--- src/hw/oam_pkg.sv ---
/*
 * oam_pkg: shared constants, codes and carriers for the op_amp mode control.
 * assumes: one clock, synchronous active-high reset, software fields arrive as plain ports.
 */
package oam_pkg;

    // software output control field codes
    localparam logic [1:0] OAM_OUT_BASIC   = 2'h0; // user or unity feedback
    localparam logic [1:0] OAM_OUT_GND     = 2'h1; // output to ground
    localparam logic [1:0] OAM_OUT_SUPPLY  = 2'h2; // output to supply

    // noninverting channel field codes
    localparam logic [2:0] OAM_NCH_GND     = 3'h0;
    localparam logic [2:0] OAM_NCH_LADDER  = 3'h1;
    localparam logic [2:0] OAM_NCH_PIN     = 3'h2;
    localparam logic [2:0] OAM_NCH_HALF    = 3'h3;
    localparam logic [2:0] OAM_NCH_DAC1    = 3'h4;
    localparam logic [2:0] OAM_NCH_DAC2    = 3'h5;

    // inverting channel field codes
    localparam logic [2:0] OAM_ICH_NONE    = 3'h0;
    localparam logic [2:0] OAM_ICH_LADDER  = 3'h1;
    localparam logic [2:0] OAM_ICH_PIN     = 3'h2;
    localparam logic [2:0] OAM_ICH_DAC1    = 3'h4;
    localparam logic [2:0] OAM_ICH_DAC2    = 3'h5;

    // override configuration field codes (high and low level fields alike)
    localparam logic [2:0] OAM_HW_BASIC    = 3'h0;
    localparam logic [2:0] OAM_HW_UNITY    = 3'h1;
    localparam logic [2:0] OAM_HW_RAIL     = 3'h2;

    // offset trim width and factory value reloaded on every reset
    localparam int         OAM_TRIM_W      = 8;
    localparam logic [7:0] OAM_TRIM_RST    = 8'h80;

    // effective operating mode, one-hot
    typedef enum logic [3:0] {
        OAM_MODE_BASIC  = 4'h1,
        OAM_MODE_UNITY  = 4'h2,
        OAM_MODE_GND    = 4'h4,
        OAM_MODE_SUPPLY = 4'h8
    } oam_mode_t;

    // noninverting source actually connected, one-hot
    typedef enum logic [6:0] {
        OAM_NSRC_GND    = 7'h01,
        OAM_NSRC_LADDER = 7'h02,
        OAM_NSRC_PIN    = 7'h04,
        OAM_NSRC_HALF   = 7'h08,
        OAM_NSRC_DAC1   = 7'h10,
        OAM_NSRC_DAC2   = 7'h20,
        OAM_NSRC_OPEN   = 7'h40
    } oam_nsrc_t;

    // inverting source actually connected, one-hot
    typedef enum logic [5:0] {
        OAM_ISRC_OPEN   = 6'h01,
        OAM_ISRC_LADDER = 6'h02,
        OAM_ISRC_PIN    = 6'h04,
        OAM_ISRC_DAC1   = 6'h08,
        OAM_ISRC_DAC2   = 6'h10,
        OAM_ISRC_OUTPUT = 6'h20
    } oam_isrc_t;

    // software configuration bundle
    typedef struct packed {
        logic       amp_en;
        logic       unity_feedback_sel;
        logic [1:0] sw_out_ctl;
        logic       ladder_enable;
        logic [2:0] gain_select;
        logic [2:0] noninv_channel_sel;
        logic [2:0] inv_channel_sel;
        logic [1:0] noninv_pin_sel;
        logic [1:0] inv_pin_sel;
        logic       override_enable;
        logic [1:0] override_source_sel;
        logic [2:0] mode_when_high;
        logic [2:0] mode_when_low;
        logic       override_invert;
        logic       adc_mode;
    } oam_cfg_t;

    // routing bundle handed to the analog switches
    typedef struct packed {
        oam_nsrc_t  noninv_src;
        oam_isrc_t  inv_src;
        logic [1:0] noninv_pin;
        logic [1:0] inv_pin;
        logic       inv_pin_release;
        logic       ladder_on;
        logic [2:0] gain;
        logic       adc_route;
    } oam_route_t;

endpackage : oam_pkg
--- src/hw/oam_ctrl.sv ---
/*
 * oam_ctrl: digital mode, routing, pin and trim control of the op_amp.
 * assumes: all inputs synchronous to clk; analog switches follow the registered outputs.
 */
//
// Contract
// - enabled amp tri-states the ordinary pin driver
// - override off: mode from software output control
// - noninv source from channel field, pin select
// - inv source from channel field, pin select
// - ladder enable gates gain select
// - channel fields can route ladder either input
// - unity bit ties output to inverting input
// - override enable uses selected override source
// - high field when signal high, else low
// - invert bit swaps the two fields
// - override modes: basic, unity, rail drive
// - unity mode releases the inverting pin
// - trim writable, reset restores factory value
// - trim is unsigned, covers both offset signs
// - adc mode routes output to adc
// - output control 00 basic, 01 gnd, 10 supply
// - noninv channel codes decode as listed
// - clearing enable powers amp down
`timescale 1ns/10ps

module oam_ctrl
    import oam_pkg::*;
(
    input  wire logic                  clk,
    input  wire logic                  rst,
    input  wire logic                  ce,
    input  wire oam_cfg_t              cfg,
    input  wire logic [3:0]            override_src,
    input  wire logic                  port_drive_oe,
    input  wire logic [1:0]            adc_positive_channel,
    input  wire logic                  trim_wr,
    input  wire logic [OAM_TRIM_W-1:0] trim_wdata,
    output logic                       amp_power_on,
    output logic                       amp_output_pin_oe,
    output oam_mode_t                  mode,
    output oam_route_t                 route,
    output logic [OAM_TRIM_W-1:0]      offset_trim
);

    ////////////////////////////////////////////////////////////////////////////
    // state
    ////////////////////////////////////////////////////////////////////////////
    oam_mode_t             mode_reg, mode_next;       // effective mode
    oam_route_t            route_reg, route_next;     // switch settings
    logic                  power_reg, power_next;     // amp bias on
    logic                  pin_oe_reg, pin_oe_next;   // digital driver gate
    logic [OAM_TRIM_W-1:0] trim_reg, trim_next;       // offset trim code
    logic                  ovr_level;                 // override after invert
    logic [2:0]            hw_code;                   // chosen override field

    ////////////////////////////////////////////////////////////////////////////
    // mode selection
    ////////////////////////////////////////////////////////////////////////////
    // picks software or override mode; registered, so a level change lands next edge
    always_comb begin
        // selected source, polarity applied
        ovr_level = override_src[cfg.override_source_sel] ^ cfg.override_invert;
        hw_code   = ovr_level ? cfg.mode_when_high : cfg.mode_when_low;
        mode_next = OAM_MODE_BASIC;
        if (cfg.override_enable) begin
            // hardware override path
            case (hw_code)
                OAM_HW_UNITY: mode_next = OAM_MODE_UNITY;
                // rail follows the override level and polarity
                OAM_HW_RAIL:  mode_next = ovr_level ? OAM_MODE_SUPPLY : OAM_MODE_GND;
                default:      mode_next = OAM_MODE_BASIC;
            endcase
        end else begin
            // software path
            case (cfg.sw_out_ctl)
                OAM_OUT_GND:    mode_next = OAM_MODE_GND;
                OAM_OUT_SUPPLY: mode_next = OAM_MODE_SUPPLY;
                // basic, and reserved 11 treated as basic rather than a rail
                default: mode_next = cfg.unity_feedback_sel ? OAM_MODE_UNITY : OAM_MODE_BASIC;
            endcase
        end
    end

    ////////////////////////////////////////////////////////////////////////////
    // source routing
    ////////////////////////////////////////////////////////////////////////////
    // channel decode, pin selects, ladder and adc path
    always_comb begin
        route_next = '0;
        // noninverting channel decode
        case (cfg.noninv_channel_sel)
            OAM_NCH_GND:    route_next.noninv_src = OAM_NSRC_GND;
            OAM_NCH_LADDER: route_next.noninv_src = OAM_NSRC_LADDER;
            OAM_NCH_PIN:    route_next.noninv_src = OAM_NSRC_PIN;
            OAM_NCH_HALF:   route_next.noninv_src = OAM_NSRC_HALF;
            OAM_NCH_DAC1:   route_next.noninv_src = OAM_NSRC_DAC1;
            OAM_NCH_DAC2:   route_next.noninv_src = OAM_NSRC_DAC2;
            default:        route_next.noninv_src = OAM_NSRC_OPEN; // reserved
        endcase
        // inverting channel decode
        case (cfg.inv_channel_sel)
            OAM_ICH_LADDER: route_next.inv_src = OAM_ISRC_LADDER;
            OAM_ICH_PIN:    route_next.inv_src = OAM_ISRC_PIN;
            OAM_ICH_DAC1:   route_next.inv_src = OAM_ISRC_DAC1;
            OAM_ICH_DAC2:   route_next.inv_src = OAM_ISRC_DAC2;
            default:        route_next.inv_src = OAM_ISRC_OPEN;
        endcase
        // unity feedback overrides the inverting channel and frees the pin
        if (mode_next == OAM_MODE_UNITY) begin
            route_next.inv_src         = OAM_ISRC_OUTPUT;
            route_next.inv_pin_release = 1'b1;
        end
        // pin selects only matter when a pin is the source
        if (route_next.noninv_src == OAM_NSRC_PIN) begin
            route_next.noninv_pin = cfg.noninv_pin_sel;
        end
        if (route_next.inv_src == OAM_ISRC_PIN) begin
            route_next.inv_pin = cfg.inv_pin_sel;
        end
        // adc mode: adc channel choice wins over the pin select
        if (cfg.adc_mode) begin
            route_next.adc_route = 1'b1;
            if (route_next.noninv_src == OAM_NSRC_PIN) begin
                route_next.noninv_pin = adc_positive_channel;
            end
        end
        // gain only meaningful with the ladder up
        route_next.ladder_on = cfg.ladder_enable;
        route_next.gain      = cfg.ladder_enable ? cfg.gain_select : 3'h0;
    end

    ////////////////////////////////////////////////////////////////////////////
    // power, pin driver and trim
    ////////////////////////////////////////////////////////////////////////////
    // enable also blocks the digital driver so the two never fight
    always_comb begin
        power_next  = cfg.amp_en;
        pin_oe_next = port_drive_oe & ~cfg.amp_en;
        // unsigned code, mid value is zero correction
        trim_next   = trim_wr ? trim_wdata : trim_reg;
    end

    ////////////////////////////////////////////////////////////////////////////
    // registers
    ////////////////////////////////////////////////////////////////////////////
    // reset reloads the factory trim, discarding software writes
    always_ff @(posedge clk) begin
        if (rst) begin
            mode_reg   <= OAM_MODE_BASIC;
            route_reg  <= '{noninv_src: OAM_NSRC_GND, inv_src: OAM_ISRC_OPEN, default: '0};
            power_reg  <= 1'b0;
            pin_oe_reg <= 1'b0;
            trim_reg   <= OAM_TRIM_RST;
        end else if (ce) begin
            mode_reg   <= mode_next;
            route_reg  <= route_next;
            power_reg  <= power_next;
            pin_oe_reg <= pin_oe_next;
            trim_reg   <= trim_next;
        end
    end

    // outputs straight from flops
    assign mode              = mode_reg;
    assign route             = route_reg;
    assign amp_power_on      = power_reg;
    assign amp_output_pin_oe = pin_oe_reg;
    assign offset_trim       = trim_reg;
endmodule : oam_ctrl

--- config.mk ---
export PLATFORM = sky130hd
export DESIGN_NAME = oam_ctrl
export DESIGN_NICKNAME = d
export VERILOG_FILES = /design/src/hw/oam_pkg.sv /design/src/hw/oam_ctrl.sv
export SDC_FILE = /design/constraint.sdc
export NUM_CORES = 1
export LEC_CHECK = 0
export BUFFER_PORTS_ARGS = -buffer_cell sky130_fd_sc_hd__buf_4
export CAP_MARGIN = 20
export CORE_MARGIN = 2
export CORE_UTILIZATION = 44
export CTS_CLUSTER_DIAMETER = 30
export DETAILED_ROUTE_END_ITERATION = 7
export PLACE_DENSITY = 0.9
export SLEW_MARGIN = 20
export SYNTH_ARGS = -nofsm -noshare
export SYNTH_HDL_FRONTEND = slang
export SYNTH_SLANG_ARGS = --single-unit
--- constraint.sdc ---
create_clock -name clk -period 2.35 [get_ports clk]
set_clock_uncertainty 0.1 [all_clocks]
set_input_delay 0.3525 -clock clk [delete_from_list [all_inputs] [get_ports clk]]
set_output_delay 0.3525 -clock clk [all_outputs]
set_load 0.03 [all_outputs]
* After elaboration in Yosys (flattened, before gate mapping)
Index checks and enable logic that the tools add are counted.
** Storage, ports and cells
- Flip-flop bits (word level) :: 37
- Input port bits :: 48
- Output and inout port bits :: 37
- Word-level logic and storage cells :: 52
** Cells by class
- Magnitude comparators :: 1
- Equality and inequality tests :: 16
- Multiplexer cells :: 18
- Bitwise operators :: 3
- Reductions and logical operators :: 2
** Operators by type and width (number)
- case mux 7 bit (6 select lines) :: 1
- case mux 5 bit (4 select lines) :: 1
- case mux 4 bit (2 select lines) :: 2
- equality test 3 x 2 -> 1 bit (second input constant) :: 4
- equality test 3 bit (second input constant) :: 4
- two-way mux 2 bit :: 5
- equality test 3 x 1 -> 1 bit (second input constant) :: 3
- two-way mux 4 bit :: 2
- equality test 7 x 3 -> 1 bit (second input constant) :: 1
- equality test 6 x 3 -> 1 bit (second input constant) :: 1
- two-way mux 3 bit :: 2
- two-way mux 6 bit :: 1
- equality test 4 x 2 -> 1 bit (second input constant) :: 1
- zero test 3 bit :: 1
- less-than comparator 2 x 3 -> 1 bit (second input constant) :: 1
- two-way mux 1 bit :: 3
- binary-select mux 1 bit (select 2 bit) :: 1
- equality test 2 x 1 -> 1 bit (second input constant) :: 1
- equality test 2 bit (second input constant) :: 1
- AND reduction 2 bit :: 1
- AND 1 bit :: 1
- inverter 1 bit :: 1
- XOR 1 bit :: 1

* Longest topological paths before layout
- Depth after elaboration :: 11
- Depth in mapped cells :: 6
- Mapped depth without buffers :: 6

* Least setup slack after synthesis
No wires, ideal clock.
- Path kind :: input -> register
- From :: input cfg[8] in the netlist's numbering
- To :: register route_reg, in the netlist route[6]
- Setup time :: 0.096 ns
- Data arrival time :: 1.754 ns
- Required time :: 2.154 ns
- Path slack :: 0.401 ns
- Stages on the path :: 4
- Path buffers :: 0
- Cells stage by stage :: mux4_2 > xor2_2 > mux2_4 > o41ai_2
** Between the ends
- Word-level cells in the longest chain between the ends :: 11
- Elaborated cells between the ends (all ways) :: 13
- Classes of those cells :: eq/ne: 4; mux: 8; bitwise: 1
** RTL lines
- start, declared :: RTL line oam_ctrl.sv:33 : input wire oam_cfg_t cfg,
- binary-select mux 1 bit (select 2 bit) * :: RTL line oam_ctrl.sv:63 : ovr_level = override_src[cfg.override_source_sel] ^ cfg.override_invert;
- two-way mux 1 bit (not written as such) * :: RTL line oam_ctrl.sv:63
- XOR 1 bit * :: RTL line oam_ctrl.sv:63
- two-way mux 3 bit :: RTL line oam_ctrl.sv:64 : hw_code = ovr_level ? cfg.mode_when_high : cfg.mode_when_low;
- equality test 3 x 2 -> 1 bit or equality test 3 x 1 -> 1 bit (tied branches) :: RTL line oam_ctrl.sv:68 : case (hw_code)
- case mux 4 bit (2 select lines) * :: RTL line oam_ctrl.sv:68
- two-way mux 4 bit * :: RTL line oam_ctrl.sv:66 : if (cfg.override_enable) begin
- equality test 4 x 2 -> 1 bit * :: RTL line oam_ctrl.sv:110 : if (mode_next == OAM_MODE_UNITY) begin
- two-way mux 6 bit * :: RTL line oam_ctrl.sv:110
- equality test 6 x 3 -> 1 bit * :: RTL line oam_ctrl.sv:118 : if (route_next.inv_src == OAM_ISRC_PIN) begin
- two-way mux 2 bit * :: RTL line oam_ctrl.sv:118
- end signal, assigned :: RTL line oam_ctrl.sv:157 : route_reg <= route_next;
- end, declared :: RTL line oam_ctrl.sv:50 : oam_route_t route_reg, route_next;
Mark *: on every way between the ends. The rest lies on a longest branch, timed or not. The select of a mux whose other input is x is not followed.
A chain may end at the register's enable or synchronous reset.

* Final worst setup path
- From :: input cfg[8] in the netlist's numbering
- To :: register route_reg, in the netlist route[7]
Same word-level chain as after synthesis.

==> results.yml <==
setup_path:
  max_stage_delay_ns: 0.51
  crit_required_ns: 2.43
  crit_type: "in -> reg"
  cp-end-kind: "flip-flop"
  worstPathMaxFanout: 8
  crit_chain: "buf_4 > mux4_2 > xor2_2 > mux2_4 > o41ai_2"
  cp_data_arrival_time_ns: 1.95
  worstSetupStartpointType: "input port"
  cp_slowest_cell: "mux4_2"
floorplanning:
  core_sq_um: 3610
  die_area_sq_um: 4170
  ios: 85
  die_w_microns: 64.6
  placementRows: 22
  start_util: 0.448
  die_h_microns: 64.6
cts:
  ctsResizeCount: 0
  ctsHoldBuffers: 0
  path_clk_slew_ns: 0.06
  insertion_delay_ns: 0.27
  clock_path_buffers: 2
  postCtsSetupBuffers: 0
  numClockSinks: 36
  htree_levels: 2
  cts-root-buf: "clkbuf_8"
  cts_buffers: 5
  tritoncts: "done"
layout:
  fin_area_sq_um: 2360
  drive_gt1_frac: 0.381
  areaGrowthSynthToFinish_pct: 46.2
  fillers: 339
  largest_register_ffs: 22
  nNetsFinal: 317
  antenna_cells: 0
routing:
  first_pass_iters: 4
  first_iter_violations: 60
  antenna_left: 0
  viasPerCell: 5.09
  drt-total-wl_microns: 4000
  routedWlPerCell_microns: 12.7
  drcViolationCount: 0
  vias: 1607
global_route:
  grt_pass1_vias: 1588
  grt_overflow: 0
  grt_usage: 0.199
  grt_pass1_wl_microns: 6510
  antenna_found_initial: 0
  grt_start_max_net_pins: 37
place:
  dpl_cell_area_sq_um: 2270
  hpwl_microns: 2990
  io_buffer_count: 84
  place_congestion: 0.898
timing:
  slew_headroom: 0.733
  fin_crit_sh: 0.795
  setup_viol: 0
  rsz0062_at_grt: "no"
  whs_ns: 0.176
  hold_viol: 0
  max_freq_mhz: 535
  fin_setup_tns_ns: 0
  fin_crit_ns: 1.87
  slew_viol_final: 0
  worst_slew_pin_slew_ns: 0.395
hold_path:
  hp-class: "in -> reg"
logic_synthesis:
  synth_area_sq_um: 1620
  ys_ff_latch: 36
  ys.flop_type: "dfxtp_1"
  yosysWarningCount: 0
  syn_area_per_cell_sq_um: 8.68
  netlist_instances: 186
  synth.distinct_cells: 39
  syn-num-nets: 236
  synth-edff-count: 0
  ys_seq_area_frac: 0.446
  async_flop_share: 0
flow_run:
  maxCapViolCount: 0
power:
  p_leak_nw: 1.06
  peakVddDrop_uv: 303
  p_per_area_nw_per_um2: 587
status:
  outcome: "finished, final reports clean"
-- synth_stat cells (all sizes together) (3+ instances only) --
library cell | instances | area share
clkbuf | 9 | 0.022
nand3 | 16 | 0.050
inv | 7 | 0.016
dfxtp | 36 | 0.45
nor3 | 3 | 0.0093
nor2 | 16 | 0.037
o32ai | 3 | 0.016
buf | 3 | 0.0093
a21oi | 19 | 0.059
mux2i | 3 | 0.019
o41ai | 5 | 0.036
nand2 | 29 | 0.067
mux2 | 4 | 0.030
xnor2 | 3 | 0.016
-- worst max-delay path, delay by kind of cell --
kind,cells,cell delay [ns]
buf+inv,1,0.08
xor+xnor,1,0.29
mux,2,0.90
compound gates,1,0.32
-- report_power, final --
group / internal, W / total [W] / switching, W / leakage (nW)
Sequential: 0.000638 / 0.000653 / 0.0000149 / 0.294
Clock: 0.000239 / 0.000431 / 0.000193 / 0.0455
Combinational: 0.000139 / 0.000301 / 0.000162 / 0.716
Total: 0.00102 / 0.00139 / 0.000370 / 1.06
-- layer usage --
metal / up-vias / global-route usage / share of wire
met5: - / 0 / 0
met4: 0 / 0.0771 / 0.0067
met3: 2 / 0.0365 / 0.055
met2: 54 / 0.368 / 0.51
met1: 728 / 0.223 / 0.43
li1: 823 / - / -
-- through the flow --
| stage | worst slack, ns | total power, W | cells | util |
|---|---|---|---|---|
| after global placement | 0.265 | 0.000961 | 308 | 0.630 |
| after detailed placement | 0.176 | 0.000968 | 308 | 0.630 |
| after floorplan | 0.401 | 0.000833 | 186 | - |
| final | 0.482 | 0.00139 | 316 | 0.655 |
| after global routing | 0.432 | 0.00145 | 316 | 0.655 |
| after CTS | 0.477 | 0.00140 | 316 | 0.655 |
-- cell usage in the layout, fill, tap and decap left out, types with 3 or more instances in the layout --
| cell type | n |
|---|---|
| nand3_1 | 16 |
| buf_4 | 86 |
| clkbuf_8 | 6 |
| dfxtp_1 | 36 |
| xnor2_1 | 3 |
| mux2_2 | 3 |
| nand2_1 | 29 |
| nor2_1 | 16 |
| o32ai_1 | 3 |
| nor3_1 | 3 |
| a21oi_1 | 19 |
| o41ai_1 | 3 |
| inv_1 | 7 |
| mux2i_1 | 3 |
-- final timing paths --
kind                               startpoint                     endpoint  slack (ns)  depth (start not counted)
hold / removal                        cfg[17]       route[11]$_SDFFE_PP0P_        0.18                          2
setup reg to reg       route[15]$_SDFFE_PP0P_       route[15]$_SDFFE_PP0P_        1.54                          3
setup / recovery                       cfg[8]        route[7]$_SDFFE_PP0P_        0.48                          5
hold reg to reg   offset_trim[6]$_SDFFE_PP0P_  offset_trim[6]$_SDFFE_PP0P_        0.36                          2
-- area by class of cell --
type	instances	area (sq um)	share of cell area
sequential	36	721	0.305
clock buffer	8	90.1	0.0382
tap	48	60.1	0.0254
inverter	8	30.0	0.0127
timing repair buffer	86	646	0.273
multi-input combinational	130	815	0.345
-- kinds of logic (layout without fill, tap and decap cells) --
group	count (synthesis)	count (layout)	synth area share
AND/OR/NAND/NOR	76	76	0.228
AO/OA/AOI/OAI	40	40	0.172
flip-flops	36	36	0.446
buffers and inverters	20	102	0.0496
multiplexers	8	8	0.0627
XOR/XNOR	4	4	0.0263
adder cells (fa/ha/maj)	2	2	0.0155
Note: power is estimated with default switching activity, not from simulation.
